File: config.mk
export PLATFORM = sky130hd
export DESIGN_NAME = rps_slicer_cfg
export DESIGN_NICKNAME = d
export VERILOG_FILES = /design/src/pkg/rps_pkg.sv /design/src/pkg/rps_acq_if.sv /design/src/core/rps_slicer_cfg.sv /design/src/core/rps_init_acq.sv
export VERILOG_INCLUDE_DIRS = /design/src /design/src/pkg
export SDC_FILE = /design/constraint.sdc
export NUM_CORES = 1
export LEC_CHECK = 0
export ABC_CLOCK_PERIOD_IN_PS = 5400
export BUFFER_PORTS_ARGS = -buffer_cell sky130_fd_sc_hd__clkbuf_2
export CORE_MARGIN = 4
export CORE_UTILIZATION = 35
export DETAILED_ROUTE_END_ITERATION = 8
export HOLD_SLACK_MARGIN = 0.08
export PLACE_DENSITY = 0.63
export RECOVER_POWER = 100
export SLEW_MARGIN = 25
export SYNTH_ARGS = -nofsm -noshare
export SYNTH_HDL_FRONTEND = slang
export SYNTH_SLANG_ARGS = --single-unit
File: constraint.sdc
create_clock -name ref_clk -period 5.4 [get_ports ref_clk]
set_input_delay 0.27 -clock ref_clk [delete_from_list [all_inputs] [get_ports ref_clk]]
set_output_delay 0.27 -clock ref_clk [all_outputs]
set_load 0.01 [all_outputs]
File: src/pkg/rps_consts.svh
/*
 * Register offsets, field positions, reset values and filter constants
 * of the receive slicer configuration block.
 * Assumes inclusion by bare name from files that need the numbers.
 */
`ifndef RPS_CONSTS_SVH
`define RPS_CONSTS_SVH

// ----------------------------------------------------------------
// register offsets
// ----------------------------------------------------------------
`define RPS_OFS_EDGE_REF 8'h2A
`define RPS_OFS_WAKE_CTL 8'h2B
`define RPS_OFS_PRE_CTL 8'h2C
`define RPS_OFS_DATA_CTL 8'h2D
`define RPS_OFS_INIT_THR 8'h27

// ----------------------------------------------------------------
// field positions inside each phase control register
// ----------------------------------------------------------------
`define RPS_GAP_HI 7
`define RPS_GAP_LO 6
`define RPS_SEL_HI 5
`define RPS_SEL_LO 4
`define RPS_INIT_HI 3
`define RPS_INIT_LO 2
`define RPS_ACQ_HI 1
`define RPS_ACQ_LO 0

// ----------------------------------------------------------------
// threshold initialisation codes
// ----------------------------------------------------------------
`define RPS_INIT_NONE 2'h0
`define RPS_INIT_LOAD 2'h1
`define RPS_INIT_ACQ 2'h2
`define RPS_INIT_ACQ_RESTART 2'h3

// ----------------------------------------------------------------
// reset values and filter shifts
// ----------------------------------------------------------------
`define RPS_CTL_RST 8'h00
`define RPS_EDGE_RST 8'h00
`define RPS_THR_RST 8'h80
`define RPS_LPF_SHIFT_FAST 3'h1
`define RPS_LPF_SHIFT_SLOW 3'h3
`define RPS_ACQ_OFF 2'h0

`endif

File: src/pkg/rps_pkg.sv
/*
 * Types shared by the receive slicer configuration modules.
 * Assumes nothing beyond a SystemVerilog compiler.
 */
package rps_pkg;

    // receive phase reported by the sequencer
    typedef enum logic [1:0] {
        RPS_PH_IDLE,
        RPS_PH_WAKE,
        RPS_PH_PRE,
        RPS_PH_DATA
    } rps_phase_t;

    // slicer choice, in the order of the two-bit field codes
    typedef enum logic [1:0] {
        RPS_SL_EDGE,
        RPS_SL_HOLD,
        RPS_SL_LPF_FAST,
        RPS_SL_LPF_SLOW
    } rps_slicer_t;

endpackage

File: src/pkg/rps_acq_if.sv
/*
 * Carrier between the slicer configuration top and its initial
 * acquisition averager. Both ends run on the same clock.
 */
`timescale 1ns/1ns
interface rps_acq_if;
    logic start;
    logic restart;
    logic stop;
    logic [1:0] lenCode;
    logic sampleValid;
    logic [7:0] sample;
    logic [7:0] result;
    logic resultValid;
    logic busy;

    modport ctl (
        output start, restart, stop, lenCode, sampleValid, sample,
        input result, resultValid, busy
    );
    modport acq (
        input start, restart, stop, lenCode, sampleValid, sample,
        output result, resultValid, busy
    );
endinterface

File: src/core/rps_slicer_cfg.sv
/*
 * Per-phase slicer configuration: phase control registers, live slicer
 * threshold with its low-pass filter, and threshold initialisation.
 * Assumes the serial control decoder presents register accesses as
 * single-cycle strobes, and that phase, event and sample inputs are
 * synchronous to ref_clk.
 */
`timescale 1ns/1ns
`include "rps_consts.svh"

// Function
// - wakeup gap limit from wake register bits 7:6
// - code 0 edge, code 1 held level
// - codes 2,3 level slicer with running filter
// - init code 00 starts no load or acquisition of threshold
// - init code 01 loads stored threshold per event
// - init code 10 acquires, result replaces threshold
// - init code 11 also restarts on chip timeout
// - length 0/2/4/8 bits; results update both registers
// - preamble gap and slicer from second register
// - second register init fields cover preamble and data
// - data gap and slicer from third register
// - edge slicer references expected peak register
module rps_slicer_cfg
    import rps_pkg::*;
(
    // clock and reset
    input wire logic ref_clk,
    input wire logic rst_b,
    // register access from the serial control decoder
    input wire logic [7:0] regAddr,
    input wire logic regWrEn,
    input wire logic [7:0] regWrData,
    input wire logic regRdEn,
    output logic [7:0] regRdData_r,
    // receive sequencing
    input wire rps_phase_t rxPhase,
    input wire logic rxEventStart,
    input wire logic chipTimeout,
    // demodulated bit amplitudes
    input wire logic bitValid,
    input wire logic [7:0] bitLevel,
    // slicer settings
    output rps_slicer_t slicerType_r,
    output logic [1:0] gapLimit_r,
    output logic [7:0] sliceThreshold_r,
    output logic [7:0] decisionLevel_r,
    output logic acqActive_r
);

    // ----------------------------------------------------------------
    // declarations
    // ----------------------------------------------------------------
    logic [7:0] wakeCtl_r;
    logic [7:0] preCtl_r;
    logic [7:0] dataCtl_r;
    logic [7:0] edgeRef_r;
    logic [7:0] initThr_r;
    logic [7:0] regRdData_nxt;
    logic [1:0] selGap;
    rps_slicer_t selType;
    logic [1:0] selInit;
    logic [1:0] selLen;
    logic [2:0] lpfShift;
    logic signed [8:0] lpfDiff;
    logic signed [8:0] lpfStep;
    logic [8:0] lpfSum;
    logic [7:0] sliceThr_nxt;
    logic acqHit;
    logic initLoad;

    rps_acq_if acqBus ();

    // ----------------------------------------------------------------
    // register writes
    // ----------------------------------------------------------------
    always_ff @(posedge ref_clk) begin
        if (!rst_b) begin
            wakeCtl_r <= `RPS_CTL_RST;
            preCtl_r <= `RPS_CTL_RST;
            dataCtl_r <= `RPS_CTL_RST;
            edgeRef_r <= `RPS_EDGE_RST;
        end else if (regWrEn) begin
            case (regAddr)
                `RPS_OFS_WAKE_CTL: wakeCtl_r <= regWrData;
                `RPS_OFS_PRE_CTL: preCtl_r <= regWrData;
                `RPS_OFS_DATA_CTL: dataCtl_r <= regWrData;
                `RPS_OFS_EDGE_REF: edgeRef_r <= regWrData;
                default: ;
            endcase
        end
    end

    // acquisition result beats a software write in the same cycle
    always_ff @(posedge ref_clk) begin
        if (!rst_b) begin
            initThr_r <= `RPS_THR_RST;
        end else if (acqHit) begin
            initThr_r <= acqBus.result;
        end else if (regWrEn && regAddr == `RPS_OFS_INIT_THR) begin
            initThr_r <= regWrData;
        end
    end

    // ----------------------------------------------------------------
    // register reads
    // ----------------------------------------------------------------
    always_comb begin
        case (regAddr)
            `RPS_OFS_WAKE_CTL: regRdData_nxt = wakeCtl_r;
            `RPS_OFS_PRE_CTL: regRdData_nxt = preCtl_r;
            `RPS_OFS_DATA_CTL: regRdData_nxt = dataCtl_r;
            `RPS_OFS_EDGE_REF: regRdData_nxt = edgeRef_r;
            `RPS_OFS_INIT_THR: regRdData_nxt = initThr_r;
            default: regRdData_nxt = 8'h00;
        endcase
    end

    always_ff @(posedge ref_clk) begin
        if (!rst_b) begin
            regRdData_r <= 8'h00;
        end else if (regRdEn) begin
            regRdData_r <= regRdData_nxt;
        end
    end

    // ----------------------------------------------------------------
    // phase register set selection
    // ----------------------------------------------------------------
    // idle falls back to the wakeup set, the next phase a receiver enters
    always_comb begin
        case (rxPhase)
            RPS_PH_PRE: begin
                selGap = preCtl_r[`RPS_GAP_HI:`RPS_GAP_LO];
                selType = rps_slicer_t'(preCtl_r[`RPS_SEL_HI:`RPS_SEL_LO]);
                selInit = preCtl_r[`RPS_INIT_HI:`RPS_INIT_LO];
                selLen = preCtl_r[`RPS_ACQ_HI:`RPS_ACQ_LO];
            end
            RPS_PH_DATA: begin
                selGap = dataCtl_r[`RPS_GAP_HI:`RPS_GAP_LO];
                selType = rps_slicer_t'(dataCtl_r[`RPS_SEL_HI:`RPS_SEL_LO]);
                selInit = preCtl_r[`RPS_INIT_HI:`RPS_INIT_LO];
                selLen = preCtl_r[`RPS_ACQ_HI:`RPS_ACQ_LO];
            end
            default: begin
                selGap = wakeCtl_r[`RPS_GAP_HI:`RPS_GAP_LO];
                selType = rps_slicer_t'(wakeCtl_r[`RPS_SEL_HI:`RPS_SEL_LO]);
                selInit = wakeCtl_r[`RPS_INIT_HI:`RPS_INIT_LO];
                selLen = wakeCtl_r[`RPS_ACQ_HI:`RPS_ACQ_LO];
            end
        endcase
    end

    always_ff @(posedge ref_clk) begin
        if (!rst_b) begin
            slicerType_r <= RPS_SL_EDGE;
            gapLimit_r <= 2'h0;
        end else begin
            slicerType_r <= selType;
            gapLimit_r <= selGap;
        end
    end

    // ----------------------------------------------------------------
    // initial acquisition control
    // ----------------------------------------------------------------
    assign acqBus.start = rxEventStart && selInit[1];
    assign acqBus.restart = chipTimeout && selInit == `RPS_INIT_ACQ_RESTART;
    assign acqBus.stop = (rxPhase == RPS_PH_IDLE);
    assign acqBus.lenCode = selLen;
    assign acqBus.sampleValid = bitValid;
    assign acqBus.sample = bitLevel;

    // a result still counts if the init code changed while it was built
    assign acqHit = acqBus.resultValid;
    assign initLoad = rxEventStart && selInit == `RPS_INIT_LOAD;

    rps_init_acq acqUnit (
        .ref_clk(ref_clk),
        .rst_b(rst_b),
        .acq(acqBus)
    );

    always_ff @(posedge ref_clk) begin
        if (!rst_b) begin
            acqActive_r <= 1'b0;
        end else begin
            acqActive_r <= acqBus.busy;
        end
    end

    // ----------------------------------------------------------------
    // live slicer threshold
    // ----------------------------------------------------------------
    // first-order filter per bit; the shift sets the time constant
    assign lpfShift = (selType == RPS_SL_LPF_FAST) ? `RPS_LPF_SHIFT_FAST
                                                  : `RPS_LPF_SHIFT_SLOW;
    assign lpfDiff = $signed({1'b0, bitLevel}) - $signed({1'b0, sliceThreshold_r});
    assign lpfStep = lpfDiff >>> lpfShift;
    assign lpfSum = {1'b0, sliceThreshold_r} + lpfStep;

    always_comb begin
        sliceThr_nxt = sliceThreshold_r;
        if (acqHit) begin
            sliceThr_nxt = acqBus.result;
        end else if (initLoad) begin
            sliceThr_nxt = initThr_r;
        end else if (bitValid && selType[1]) begin
            sliceThr_nxt = lpfSum[7:0];
        end
    end

    always_ff @(posedge ref_clk) begin
        if (!rst_b) begin
            sliceThreshold_r <= `RPS_THR_RST;
        end else begin
            sliceThreshold_r <= sliceThr_nxt;
        end
    end

    // edge slicer compares against the expected peak, not the threshold
    always_ff @(posedge ref_clk) begin
        if (!rst_b) begin
            decisionLevel_r <= `RPS_EDGE_RST;
        end else if (selType == RPS_SL_EDGE) begin
            decisionLevel_r <= edgeRef_r;
        end else begin
            decisionLevel_r <= sliceThr_nxt;
        end
    end
endmodule

File: src/core/rps_init_acq.sv
/*
 * Initial acquisition averager: sums 2, 4 or 8 bit samples and reports
 * their mean, block after block, while running.
 * Assumes one clock shared with the controlling top module.
 */
`timescale 1ns/1ns
`include "rps_consts.svh"
module rps_init_acq
    import rps_pkg::*;
(
    // clock and reset
    input wire logic ref_clk,
    input wire logic rst_b,
    // control side
    rps_acq_if.acq acq
);

    typedef enum logic {ACQ_IDLE, ACQ_RUN} rps_acq_state_t;

    rps_acq_state_t state_r;
    logic [1:0] len_r;
    logic [2:0] cnt_r;
    logic [10:0] sum_r;
    logic [10:0] sumNxt;
    logic [2:0] lastIdx;
    logic launch;

    // code n averages 2**n samples, so the mean is a right shift by n
    assign launch = (acq.start || acq.restart) && acq.lenCode != `RPS_ACQ_OFF;
    assign sumNxt = sum_r + {3'h0, acq.sample};
    assign lastIdx = 3'((4'h1 << len_r) - 4'h1);

    // ----------------------------------------------------------------
    // run state
    // ----------------------------------------------------------------
    always_ff @(posedge ref_clk) begin
        if (!rst_b) begin
            state_r <= ACQ_IDLE;
            len_r <= `RPS_ACQ_OFF;
        end else if (launch) begin
            state_r <= ACQ_RUN;
            len_r <= acq.lenCode;
        end else if (acq.stop || acq.start || acq.restart) begin
            state_r <= ACQ_IDLE;
        end
    end

    // ----------------------------------------------------------------
    // accumulation
    // ----------------------------------------------------------------
    always_ff @(posedge ref_clk) begin
        if (!rst_b) begin
            cnt_r <= 3'h0;
            sum_r <= 11'h000;
            acq.result <= 8'h00;
            acq.resultValid <= 1'b0;
        end else begin
            acq.resultValid <= 1'b0;
            if (launch || state_r != ACQ_RUN) begin
                cnt_r <= 3'h0;
                sum_r <= 11'h000;
            end else if (acq.sampleValid) begin
                if (cnt_r == lastIdx) begin
                    acq.result <= 8'(sumNxt >> len_r);
                    acq.resultValid <= 1'b1;
                    cnt_r <= 3'h0;
                    sum_r <= 11'h000;
                end else begin
                    cnt_r <= cnt_r + 3'h1;
                    sum_r <= sumNxt;
                end
            end
        end
    end

    assign acq.busy = (state_r == ACQ_RUN);
endmodule

* Yosys cells after proc, flatten, opt, wreduce, memory -nomap -nowiden
Index checks and enable logic that the tools add are counted.
** Word-level totals
- Word-level logic and storage cells :: 80
- Output and inout bits :: 29
- Bits in registers :: 95
- Input bits :: 33
** Operators by class
- Equality and inequality tests :: 11
- Bitwise gates (word level) :: 4
- Reductions and logical operators :: 23
- Shifts and indexed selects :: 3
- Add/sub/neg operators :: 5
- Mux-type cells :: 17
** Operator list (number)
- $mux W8 :: 6
- $eq A8 B6 Y1 const B :: 5
- $pmux W8 S5 :: 1
- $add A11 B8 Y11 :: 1
- $mux W11 :: 1
- $shr A11 B2 Y8 :: 1
- $sshr A9 B2 Y8 :: 1
- $sub A8 B8 Y9 :: 1
- $add A8 B8 Y8 :: 1
- $eq A2 B2 Y1 const B :: 4
- $pmux W2 S2 :: 2
- $reduce_and A2 Y1 :: 4
- $logic_and A1 B1 Y1 :: 6
- $mux W2 :: 3
- $reduce_bool A2 Y1 :: 3
- $logic_not A2 Y1 :: 2
- $logic_or A1 B1 Y1 :: 4
- $not A1 Y1 :: 4
- $reduce_or A2 Y1 :: 2
- $add A3 B1 Y3 const B :: 1
- $eq A3 B3 Y1 :: 1
- $mux W1 :: 3
- $mux W3 :: 1
- $reduce_and A3 Y1 :: 1
- other kinds (4) :: 4

* Depth between registers and ports, before layout
Gate-level depths: netlist (run 1).
- Word-level depth :: 10
- Mapped depth :: 17
- Mapped depth without buffers :: 17

* Modules after synthesis
A second synthesis (run 1) with hierarchy kept.
** Unflattened totals
- Cells, all modules :: 673
- Area total of the unflattened synthesis :: 5549.1 um2
** By module, submodules not included
- rps_slicer_cfg :: cells an instance 468, area each 3782.4 um2, sequential area each 1381.3 um2, instances 1
- rps_init_acq :: cells an instance 205, area each 1766.7 um2, sequential area each 520.5 um2, instances 1

* Worst setup path before layout (run 1)
OpenSTA, ideal clock, no wires.
- Path type :: reg-to-reg
- Start :: register sliceThreshold_r[1]
- End :: register decisionLevel_r[7]
- Arrival :: 3.066 ns
- Path buffers :: 0
- Setup slack :: 2.233 ns
- Setup time :: 0.101 ns
- Required time :: 5.299 ns
- Cell stages (with the launch flop) :: 17
- Period minus slack after synthesis :: 3.167 ns
- Cells stage by stage :: dfxtp_1 -> inv_1 -> ha_1 -> inv_1 -> o21bai_1 -> a21oi_1 -> o2111ai_1 -> a21oi_1 -> xor2_1 -> mux2i_1 -> ha_1 -> or3_1 -> o22a_1 -> xnor2_1 -> and2_1 -> o21ai_1 -> o41ai_1
** On the way
- Cells in the longest elaborated chain, start to end :: 7
** RTL lines
- start, declared :: RTL line rps_slicer_cfg.sv:46 : output logic [7:0] sliceThreshold_r,
- start signal, assigned :: RTL line rps_slicer_cfg.sv:215 : sliceThreshold_r <= `RPS_THR_RST;
- start signal, assigned :: RTL line rps_slicer_cfg.sv:217 : sliceThreshold_r <= sliceThr_nxt;
- $sub A8 B8 Y9 :: RTL line rps_slicer_cfg.sv:198 : assign lpfDiff = $signed({1'b0, bitLevel}) - $signed({1'b0, sliceThreshold_r});
- $sshr A9 B2 Y8 :: RTL line rps_slicer_cfg.sv:199 : assign lpfStep = lpfDiff >>> lpfShift;
- $add A8 B8 Y8 * :: RTL line rps_slicer_cfg.sv:200 : assign lpfSum = {1'b0, sliceThreshold_r} + lpfStep;
- $mux W8 * :: RTL line rps_slicer_cfg.sv:208 : end else if (bitValid && selType[1]) begin
- $mux W8 * :: RTL line rps_slicer_cfg.sv:206 : end else if (initLoad) begin
- $mux W8 * :: RTL line rps_slicer_cfg.sv:204 : if (acqHit) begin
- $mux W8 * :: RTL line rps_slicer_cfg.sv:225 : end else if (selType == RPS_SL_EDGE) begin
- end signal, assigned :: RTL line rps_slicer_cfg.sv:224 : decisionLevel_r <= `RPS_EDGE_RST;
- end signal, assigned :: RTL line rps_slicer_cfg.sv:226 : decisionLevel_r <= edgeRef_r;
- end signal, assigned :: RTL line rps_slicer_cfg.sv:228 : decisionLevel_r <= sliceThr_nxt;
- end, declared :: RTL line rps_slicer_cfg.sv:47 : output logic [7:0] decisionLevel_r,
Mark *: on every way between the ends. The rest lies on a longest branch, timed or not.
A chain may end at the register's enable or synchronous reset.

* Worst setup path after layout (run 1)
- Start :: input regAddr[7]
- End :: register initThr_r[6]
** On the way
- Cells in the longest elaborated chain, start to end :: 3
** RTL lines
- start, declared :: RTL line rps_slicer_cfg.sv:31 : input wire logic [7:0] regAddr,
- $eq A8 B6 Y1
- $logic_and A1 B1 Y1 (no source line)
- $reduce_bool A2 Y1 (no source line)
- end signal, assigned :: RTL line rps_slicer_cfg.sv:97 : initThr_r <= `RPS_THR_RST;
- end signal, assigned :: RTL line rps_slicer_cfg.sv:99 : initThr_r <= acqBus.result;
- end signal, assigned :: RTL line rps_slicer_cfg.sv:101 : initThr_r <= regWrData;
- end, declared :: RTL line rps_slicer_cfg.sv:58 : logic [7:0] initThr_r;
Every way passes these cells.

==> flow_summary_export.csv, run 1 <==
group,metric,value,unit
outcome,status,"complete, but fails checks",
outcome,violations,"max-capacitance violations, max-slew violations",
hold_path,worstHoldStart,"regWrData[7]",
clock_tree,cts-root-buf,"clkbuf_16",
logic_synthesis,ys_ff_latch,95,
power_and_ir_drop,swShare,29.1,%
logic_synthesis,syn_inst,654,
sta,min_period,3990,ps
logic_synthesis,yosys.cell_types.count,67,
global_route,grt_max_degree,41,
setup_path,cp_cell_sequence,"clkbuf_2 > nor4b_1 > nand2_1 > nor3_1 > nand2_1 > mux2i_1 > o21a_1 > nor2_1",
sta,whs,225,ps
sta,maxSlewHeadroom,-34.1,%
global_route,gr-total-overflow,0,
floorplan,die_w,133,um
power_and_ir_drop,combPwrFrac,14.8,%
sta,period_share,74.0,%
sta,skew,10.0,ps
place,postPlaceCellArea,5860,sq um
clock_tree,post-cts-setup-buffers,0,
clock_tree,cts_tree,"built",
power_and_ir_drop,p_leak,2.46,nW
global_route,grt_pass1_vias,4640,
logic_synthesis,ys_async_sr_fraction,0,%
sta,setup_viol,0,
power_and_ir_drop,peakVddDrop,0.159,mV
power_and_ir_drop,clkPwrFrac,40.1,%
floorplan,fp.coreArea,15200,sq um
place,hpwl,11.0,mm
place,dp_slack,2000,ps
logic_synthesis,yosysWarnings,0,
setup_path,worst_r2r_path_depth,16,
setup_path,setup.worst_path.class,"primary input to flip-flop",
floorplan,io_pins,62,
setup_path,critPathMaxFanout,12,
power_and_ir_drop,pwr-share-seq,45.1,%
power_and_ir_drop,power.switching,468,uW
floorplan,start_util,35.7,%
setup_path,end_kind,"flip-flop",
logic_synthesis,syn_area_per_cell,8.30,sq um
sta,setup_tns,0,ps
hold_path,whs_endpoint,"preCtl_r[7]",
clock_tree,clk_pin_slew,80,ps
sta,tightestPinTransition,1980,ps
power_and_ir_drop,p_per_area,263,nW/um^2
global_route,grt_pass1_wl,24.4,mm
hold_path,worstHoldPathCells,3,
sta,rsz0062_at_grt,"no",
global_route,antenna_found_initial,0,
clock_tree,clock_latency,350,ps
place,gp_congestion,0.843,
setup_path,reg2reg_to,"sliceThreshold_r[7]",
drt,drt-total-wl,14.9,mm
finish,final_area,6100,sq um
setup_path,reg2reg_slack,1880,ps
setup_path,crit_top_cell,"nand2_1",
drt,post-route-drc-count,0,
clock_tree,cts_resized,0,
drt,drt_iter0_markers,374,
sta,fmax,250,MHz
power_and_ir_drop,p_total,1.61,mW
run,drv_cap,2,
clock_tree,cts.sinks,95,
logic_synthesis,syn_nets,715,
finish,syn2layout_area_growth,12.3,%
logic_synthesis,synth_enable_flop_cells,0,
global_route,grt_use_total,17.2,%
setup_path,r2r-start,"sliceThreshold_r[1]",
finish,drive_gt1_share,9.82,%
logic_synthesis,synth-seq-area-share,35.0,%
floorplan,die_h,133,um
finish,layout.nets,759,
clock_tree,cts-buffers-inserted,9,
drt,vias_per_cell,5.49,
sta,maxSlewViolCount,54,
finish,n_antenna_cell,0,
drt,post_drt_wl_per_cell,16.8,um
setup_path,max_stage_delay,1580,ps
clock_tree,h-tree-depth,3,
logic_synthesis,synth_flop_cell,"dfxtp_1",
power_and_ir_drop,p_int,1.14,mW
drt,ant_nets,0,
setup_path,startpoint_type,"primary input",
setup_path,critical_path_required,5580,ps
place,port_buffers,61,
drt,dr.pass1.iters,5,
logic_synthesis,synth_area,5430,sq um
drt,vias,4889,
hold_path,hp-class,"primary input to flip-flop",
floorplan,rows,45,
setup_path,path_buf_inv,1,
setup_path,arrival,4180,ps
setup_path,crit_family,"simple AND/OR/NAND/NOR gates",
setup_path,critPathSlowestCell,"nor4b_1",
sta,setup_slack,1410,ps
sta,finalHoldViolations,0,
floorplan,dieArea,17600,sq um
clock_tree,clockBufferDepth,2,
clock_tree,cts_hold_buffers,0,
==> area by class of cell <==
type	count	area [sq um]
Fill cell	1622	9100
Multi-Input combinational cell	505	3290
Sequential cell	95	1900
Timing Repair Buffer	65	290
Tap cell	188	235
Clock buffer	9	225
Inverter	22	82.6
Clock inverter	7	77.6
==> flip-flops by register name, summed over array words and instances, names as in the netlist, 3 cells and up <==
name and flops:
decisionLevel_r 8, preCtl_r 8, regRdData_r 8, acqUnit.acq.result 8, wakeCtl_r 8, acqUnit.cnt_r 3, dataCtl_r 8, edgeRef_r 8
initThr_r 8, sliceThreshold_r 8, acqUnit.sum_r 11
==> power groups by stage <==
| stage | logic, mW | registers, mW | clock network, mW |
|---|---|---|---|
| 2_1_floorplan | 0.165 | 0.743 | 0 |
| 3_3_place_gp | 0.242 | 0.741 | 0 |
| 3_5_place_dp | 0.240 | 0.741 | 0 |
| 4_1_cts | 0.243 | 0.724 | 0.658 |
| 5_1_grt | 0.270 | 0.726 | 0.677 |
| 6_report | 0.238 | 0.724 | 0.645 |
==> how the worst max path moves through the flow <==
stage                   startpoint                 end  depth (start not counted)
2_1_floorplan  sliceThreshold_r[1]  decisionLevel_r[7]                         16
3_3_place_gp   sliceThreshold_r[1]  decisionLevel_r[7]                         16
3_5_place_dp   sliceThreshold_r[1]  decisionLevel_r[7]                         16
4_1_cts        sliceThreshold_r[1]  decisionLevel_r[7]                         16
5_1_grt                 regAddr[7]        initThr_r[6]                          8
6_report                regAddr[7]        initThr_r[6]                          8
==> per-layer routing <==
layer	routed length, um	global-route usage (%)	vias to the layer above
met5	0	0	-
met3	689	3.04	17
met2	6870	27.2	115
li1	-	-	2457
met1	7110	23.6	2300
met4	282	6.12	0
==> placed cells by master (no fill, tap or decap), types with 5 or more instances in the layout <==
cell type / instances
a211oi_1: 10
a21o_1: 6
a21oi_1: 59
a222oi_1: 8
a22o_1: 8
a31oi_1: 11
and2_1: 6
clkbuf_1: 32
clkbuf_16: 9
clkbuf_2: 31
dfxtp_1: 95
ha_1: 25
inv_1: 21
mux2i_1: 41
nand2_1: 65
nand2b_1: 10
nand3_1: 29
nor2_1: 70
nor2b_1: 9
nor3_1: 11
o21a_1: 6
o21ai_0: 38
or2_2: 5
or3_1: 5
xnor2_1: 9
xor2_1: 6
==> tightest hold or removal path, cell delays in order <==
cell and delay, ps:
clkbuf_2 130, nand3_1 80, a21oi_1 50
==> metrics by stage <==
stage | std cells | utilization [%]
floorplan | 654 | -
global placement | 875 | 38.6
detailed placement | 875 | 38.6
CTS | 891 | 40.6
global route | 891 | 40.1
finish | 891 | 40.1
==> synthesized netlist by cell type (10+ instances only) <==
master	number	area [sq um]
a211oi_1	10	75.1
a21oi_1	59	295
a31oi_1	11	68.8
clkbuf_1	22	82.6
dfxtp_1	95	1900
ha_1	25	313
inv_1	20	75.1
mux2i_1	41	410
nand2_1	64	240
nand2b_1	10	62.6
nand3_1	29	145
nor2_1	70	263
nor3_1	10	50.1
o21ai_0	37	185
==> cells by family (layout without fill, tap and decap cells) <==
kind of cell	Yosys count	in the layout	synth area share [%]
AO/OA/AOI/OAI	185	185	22.0
buffers and inverters	54	103	4.10
multiplexers	47	47	9.42
XOR/XNOR	16	16	2.72
flip-flops	95	95	35.0
AND/OR/NAND/NOR	229	229	19.9
adder cells (fa/ha/maj)	28	28	6.86
Note: power is estimated with default switching activity, not from simulation.
==> run 2, diff against run 1 <==
--- a/config.mk
+++ b/config.mk
@@ -6,13 +6,14 @@
 export SDC_FILE = /design/constraint.sdc
 export NUM_CORES = 1
 export LEC_CHECK = 0
-export ABC_CLOCK_PERIOD_IN_PS = 5400
+export ABC_AREA = 1
+export ABC_CLOCK_PERIOD_IN_PS = 3400
 export BUFFER_PORTS_ARGS = -buffer_cell sky130_fd_sc_hd__clkbuf_2
 export CORE_MARGIN = 4
 export CORE_UTILIZATION = 35
 export DETAILED_ROUTE_END_ITERATION = 8
 export HOLD_SLACK_MARGIN = 0.08
-export PLACE_DENSITY = 0.63
+export PLACE_DENSITY = 0.65
 export RECOVER_POWER = 100
 export SLEW_MARGIN = 25
 export SYNTH_ARGS = -nofsm -noshare
==> constraint.sdc (replaced) <==
create_clock -name ref_clk -period 3.4 [get_ports ref_clk]
set_input_delay 0.17 -clock ref_clk [delete_from_list [all_inputs] [get_ports ref_clk]]
set_output_delay 0.17 -clock ref_clk [all_outputs]
set_load 0.01 [all_outputs]
==> flow_summary_export.csv, run 2 <==
group,metric,value,unit
drt,drt-total-wl,15.2,mm
global_route,grt_pass1_wl,24.6,mm
clock_tree,cts_resized,0,
logic_synthesis,ys_async_sr_fraction,0,%
floorplan,rows,45,
sta,maxSlewViolCount,0,
setup_path,setup.worst_path.class,"flip-flop to flip-flop",
logic_synthesis,syn_inst,827,
place,port_buffers,61,
setup_path,crit_top_cell,"nand2_1",
sta,skew,11.7,ps
sta,setup_tns,0,ps
sta,setup_viol,0,
clock_tree,cts-root-buf,"clkbuf_16",
sta,maxSlewHeadroom,10.1,%
logic_synthesis,ys_ff_latch,95,
logic_synthesis,yosys-top-cells-area,"dfxtp_1 (34%), nand2_1 (13%), inv_1 (7.6%), a21oi_1 (7.3%), o21ai_0 (7.2%)",
logic_synthesis,synth-seq-area-share,34.5,%
place,hpwl,11.6,mm
drt,vias,5409,
logic_synthesis,synth_flop_cell,"dfxtp_1",
clock_tree,clockBufferDepth,2,
setup_path,end_kind,"flip-flop",
finish,final_common_cell,"nand2_1",
sta,period_share,89.1,%
sta,finalHoldViolations,0,
logic_synthesis,synth_enable_flop_cells,0,
power_and_ir_drop,p_leak,2.71,nW
logic_synthesis,yosysWarnings,0,
finish,syn2layout_area_growth,13.6,%
clock_tree,post-cts-setup-buffers,0,
clock_tree,cts-buffers-inserted,9,
finish,nFillCells,1690,
clock_tree,clock_latency,360,ps
finish,ff_latch_area,1900,sq um
floorplan,die_w,134,um
logic_synthesis,synth_area,5520,sq um
setup_path,critical_path_required,3670,ps
sta,tightestPinTransition,1350,ps
floorplan,die_h,134,um
setup_path,critPathSlowestCell,"dfxtp_2",
drt,post-route-drc-count,0,
global_route,grt_max_degree,55,
drt,dr.pass1.iters,5,
setup_path,arrival,3300,ps
drt,vias_per_cell,4.94,
global_route,antenna_found_initial,0,
setup_path,max_stage_delay,360,ps
setup_path,startpoint_type,"flip-flop",
setup_path,cp_cell_sequence,"inv_1 > ha_1 > a21oi_1 > o21ai_2 > nand2_1 > nand2_1 > a21oi_1 > xnor2_1 > nand2_1 > o21ai_0 > ha_1 > a21oi_1 > nand2_1 > a21oi_1 > nand3_1 > nand3_1 > nand2_1 > nand2_1 > nand2_1 > a21oi_1",
power_and_ir_drop,p_per_area,416,nW/um^2
clock_tree,cts_tree,"built",
logic_synthesis,synth_top_area_cell,"dfxtp_1",
sta,min_period,3030,ps
sta,rsz0062_at_grt,"no",
logic_synthesis,yosysMostFrequentCell,"nand2_1",
logic_synthesis,synth_top_area_share,34.5,%
place,gp_congestion,0.933,
power_and_ir_drop,peakVddDrop,0.269,mV
setup_path,critPathMaxFanout,4,
finish,n_antenna_cell,0,
logic_synthesis,synth_commonest_cells,"nand2_1 (197), inv_1 (111), dfxtp_1 (95)",
drt,ant_nets,0,
finish,multi_input_area,3070,sq um
logic_synthesis,syn_nets,888,
sta,whs,140,ps
clock_tree,clk_pin_slew,70,ps
finish,drive_gt1_share,8.14,%
drt,drt_iter0_markers,384,
global_route,grt_pass1_vias,4901,
finish,largest_reg_flops,11,
setup_path,path_buf_inv,1,
global_route,gr-total-overflow,0,
finish,final_cell_mix,"nand2_1 (197), inv_1 (111), dfxtp_1 (94)",
drt,post_drt_wl_per_cell,13.9,um
floorplan,fp.coreArea,15300,sq um
hold_path,hp-class,"primary input to flip-flop",
finish,layout.nets,941,
outcome,status,"finished, final reports clean",
sta,fmax,330,MHz
run,drv_cap,0,
floorplan,start_util,36.0,%
clock_tree,cts_hold_buffers,0,
setup_path,crit_family,"compound AO/OA/AOI/OAI gates",
clock_tree,cts.sinks,95,
logic_synthesis,yosys.cell_types.count,38,
floorplan,dieArea,17800,sq um
clock_tree,h-tree-depth,3,
floorplan,io_pins,62,
logic_synthesis,syn_area_per_cell,6.67,sq um
finish,regMostFlops,"acqUnit.sum_r",
global_route,grt_use_total,17.1,%
==> run 2: cell families (layout without fill, tap and decap cells) <==
logic type	count (synthesis)	after routing	share of synthesized area (%)
AND/OR/NAND/NOR	356	356	27.4
AO/OA/AOI/OAI	192	192	18.7
buffers and inverters	140	197	10.1
flip-flops	95	95	34.5
adder cells (fa/ha/maj)	28	28	6.76
XOR/XNOR	15	15	2.38
multiplexers	1	1	0.181
==> run 2: area by class of cell <==
class / count / area share (%)
clock buffers: 11 / 3.87
clock inverters: 4 / 0.858
well taps: 211 / 4.21
flip-flops and latches: 95 / 30.4
inverters: 114 / 6.83
repair buffers: 68 / 4.95
multi-input cells: 592 / 48.9
==> run 2: worst register-to-register path, cell delays in order, from the launching register on <==
cell and delay (ps):
dfxtp_2 360, inv_1 70, ha_1 320, a21oi_1 190
o21ai_2 100, nand2_1 70, nand2_1 50, a21oi_1 140
xnor2_1 170, nand2_1 70, o21ai_0 130, ha_1 320
a21oi_1 190, nand2_1 120, a21oi_1 150, nand3_1 90
nand3_1 80, nand2_1 50, nand2_1 50, nand2_1 60
a21oi_1 180
==> run 2: per-layer routing <==
| metal | global-route usage (%) | part of all wire, % | up-vias |
|---|---|---|---|
| met3 | 2.91 | 5.3 | 25 |
| met1 | 23.7 | 48 | 2438 |
| li1 | - | - | 2820 |
| met4 | 6.46 | 2.2 | 0 |
| met5 | 0 | 0 | - |
| met2 | 26.6 | 44 | 126 |
==> run 2: worst paths after layout <==
check	end	depth (start not counted)	slack, ps	startpoint
worst max-delay path	decisionLevel_r[7]	20	370	sliceThreshold_r[2]
worst max register to register	decisionLevel_r[7]	20	370	sliceThreshold_r[2]
worst min register to register	dataCtl_r[2]	2	450	dataCtl_r[2]
worst min-delay path	wakeCtl_r[4]	3	140	regWrData[4]
==> run 2: where the power goes <==
| group | total (mW) | switching (mW) | internal [mW] |
|---|---|---|---|
| clock | 1.03 | 0.445 | 0.589 |
| sequential | 1.14 | 0.0126 | 1.13 |
| combinational | 0.429 | 0.273 | 0.156 |
==> run 2: through the flow <==
| stage | utilization, % | area, sq um | std cells | total power, mW | setup slack, ps |
|---|---|---|---|---|---|
| global route | 40.9 | 6270 | 1095 | 2.73 | 39.4 |
| CTS | 41.2 | 6310 | 1095 | 2.62 | 200 |
| global placement | 39.3 | 6010 | 1080 | 1.60 | 341 |
| finish | 40.9 | 6270 | 1095 | 2.61 | 370 |
| floorplan | - | 5520 | 827 | 1.47 | 558 |
| detailed placement | 39.3 | 6010 | 1080 | 1.60 | 231 |
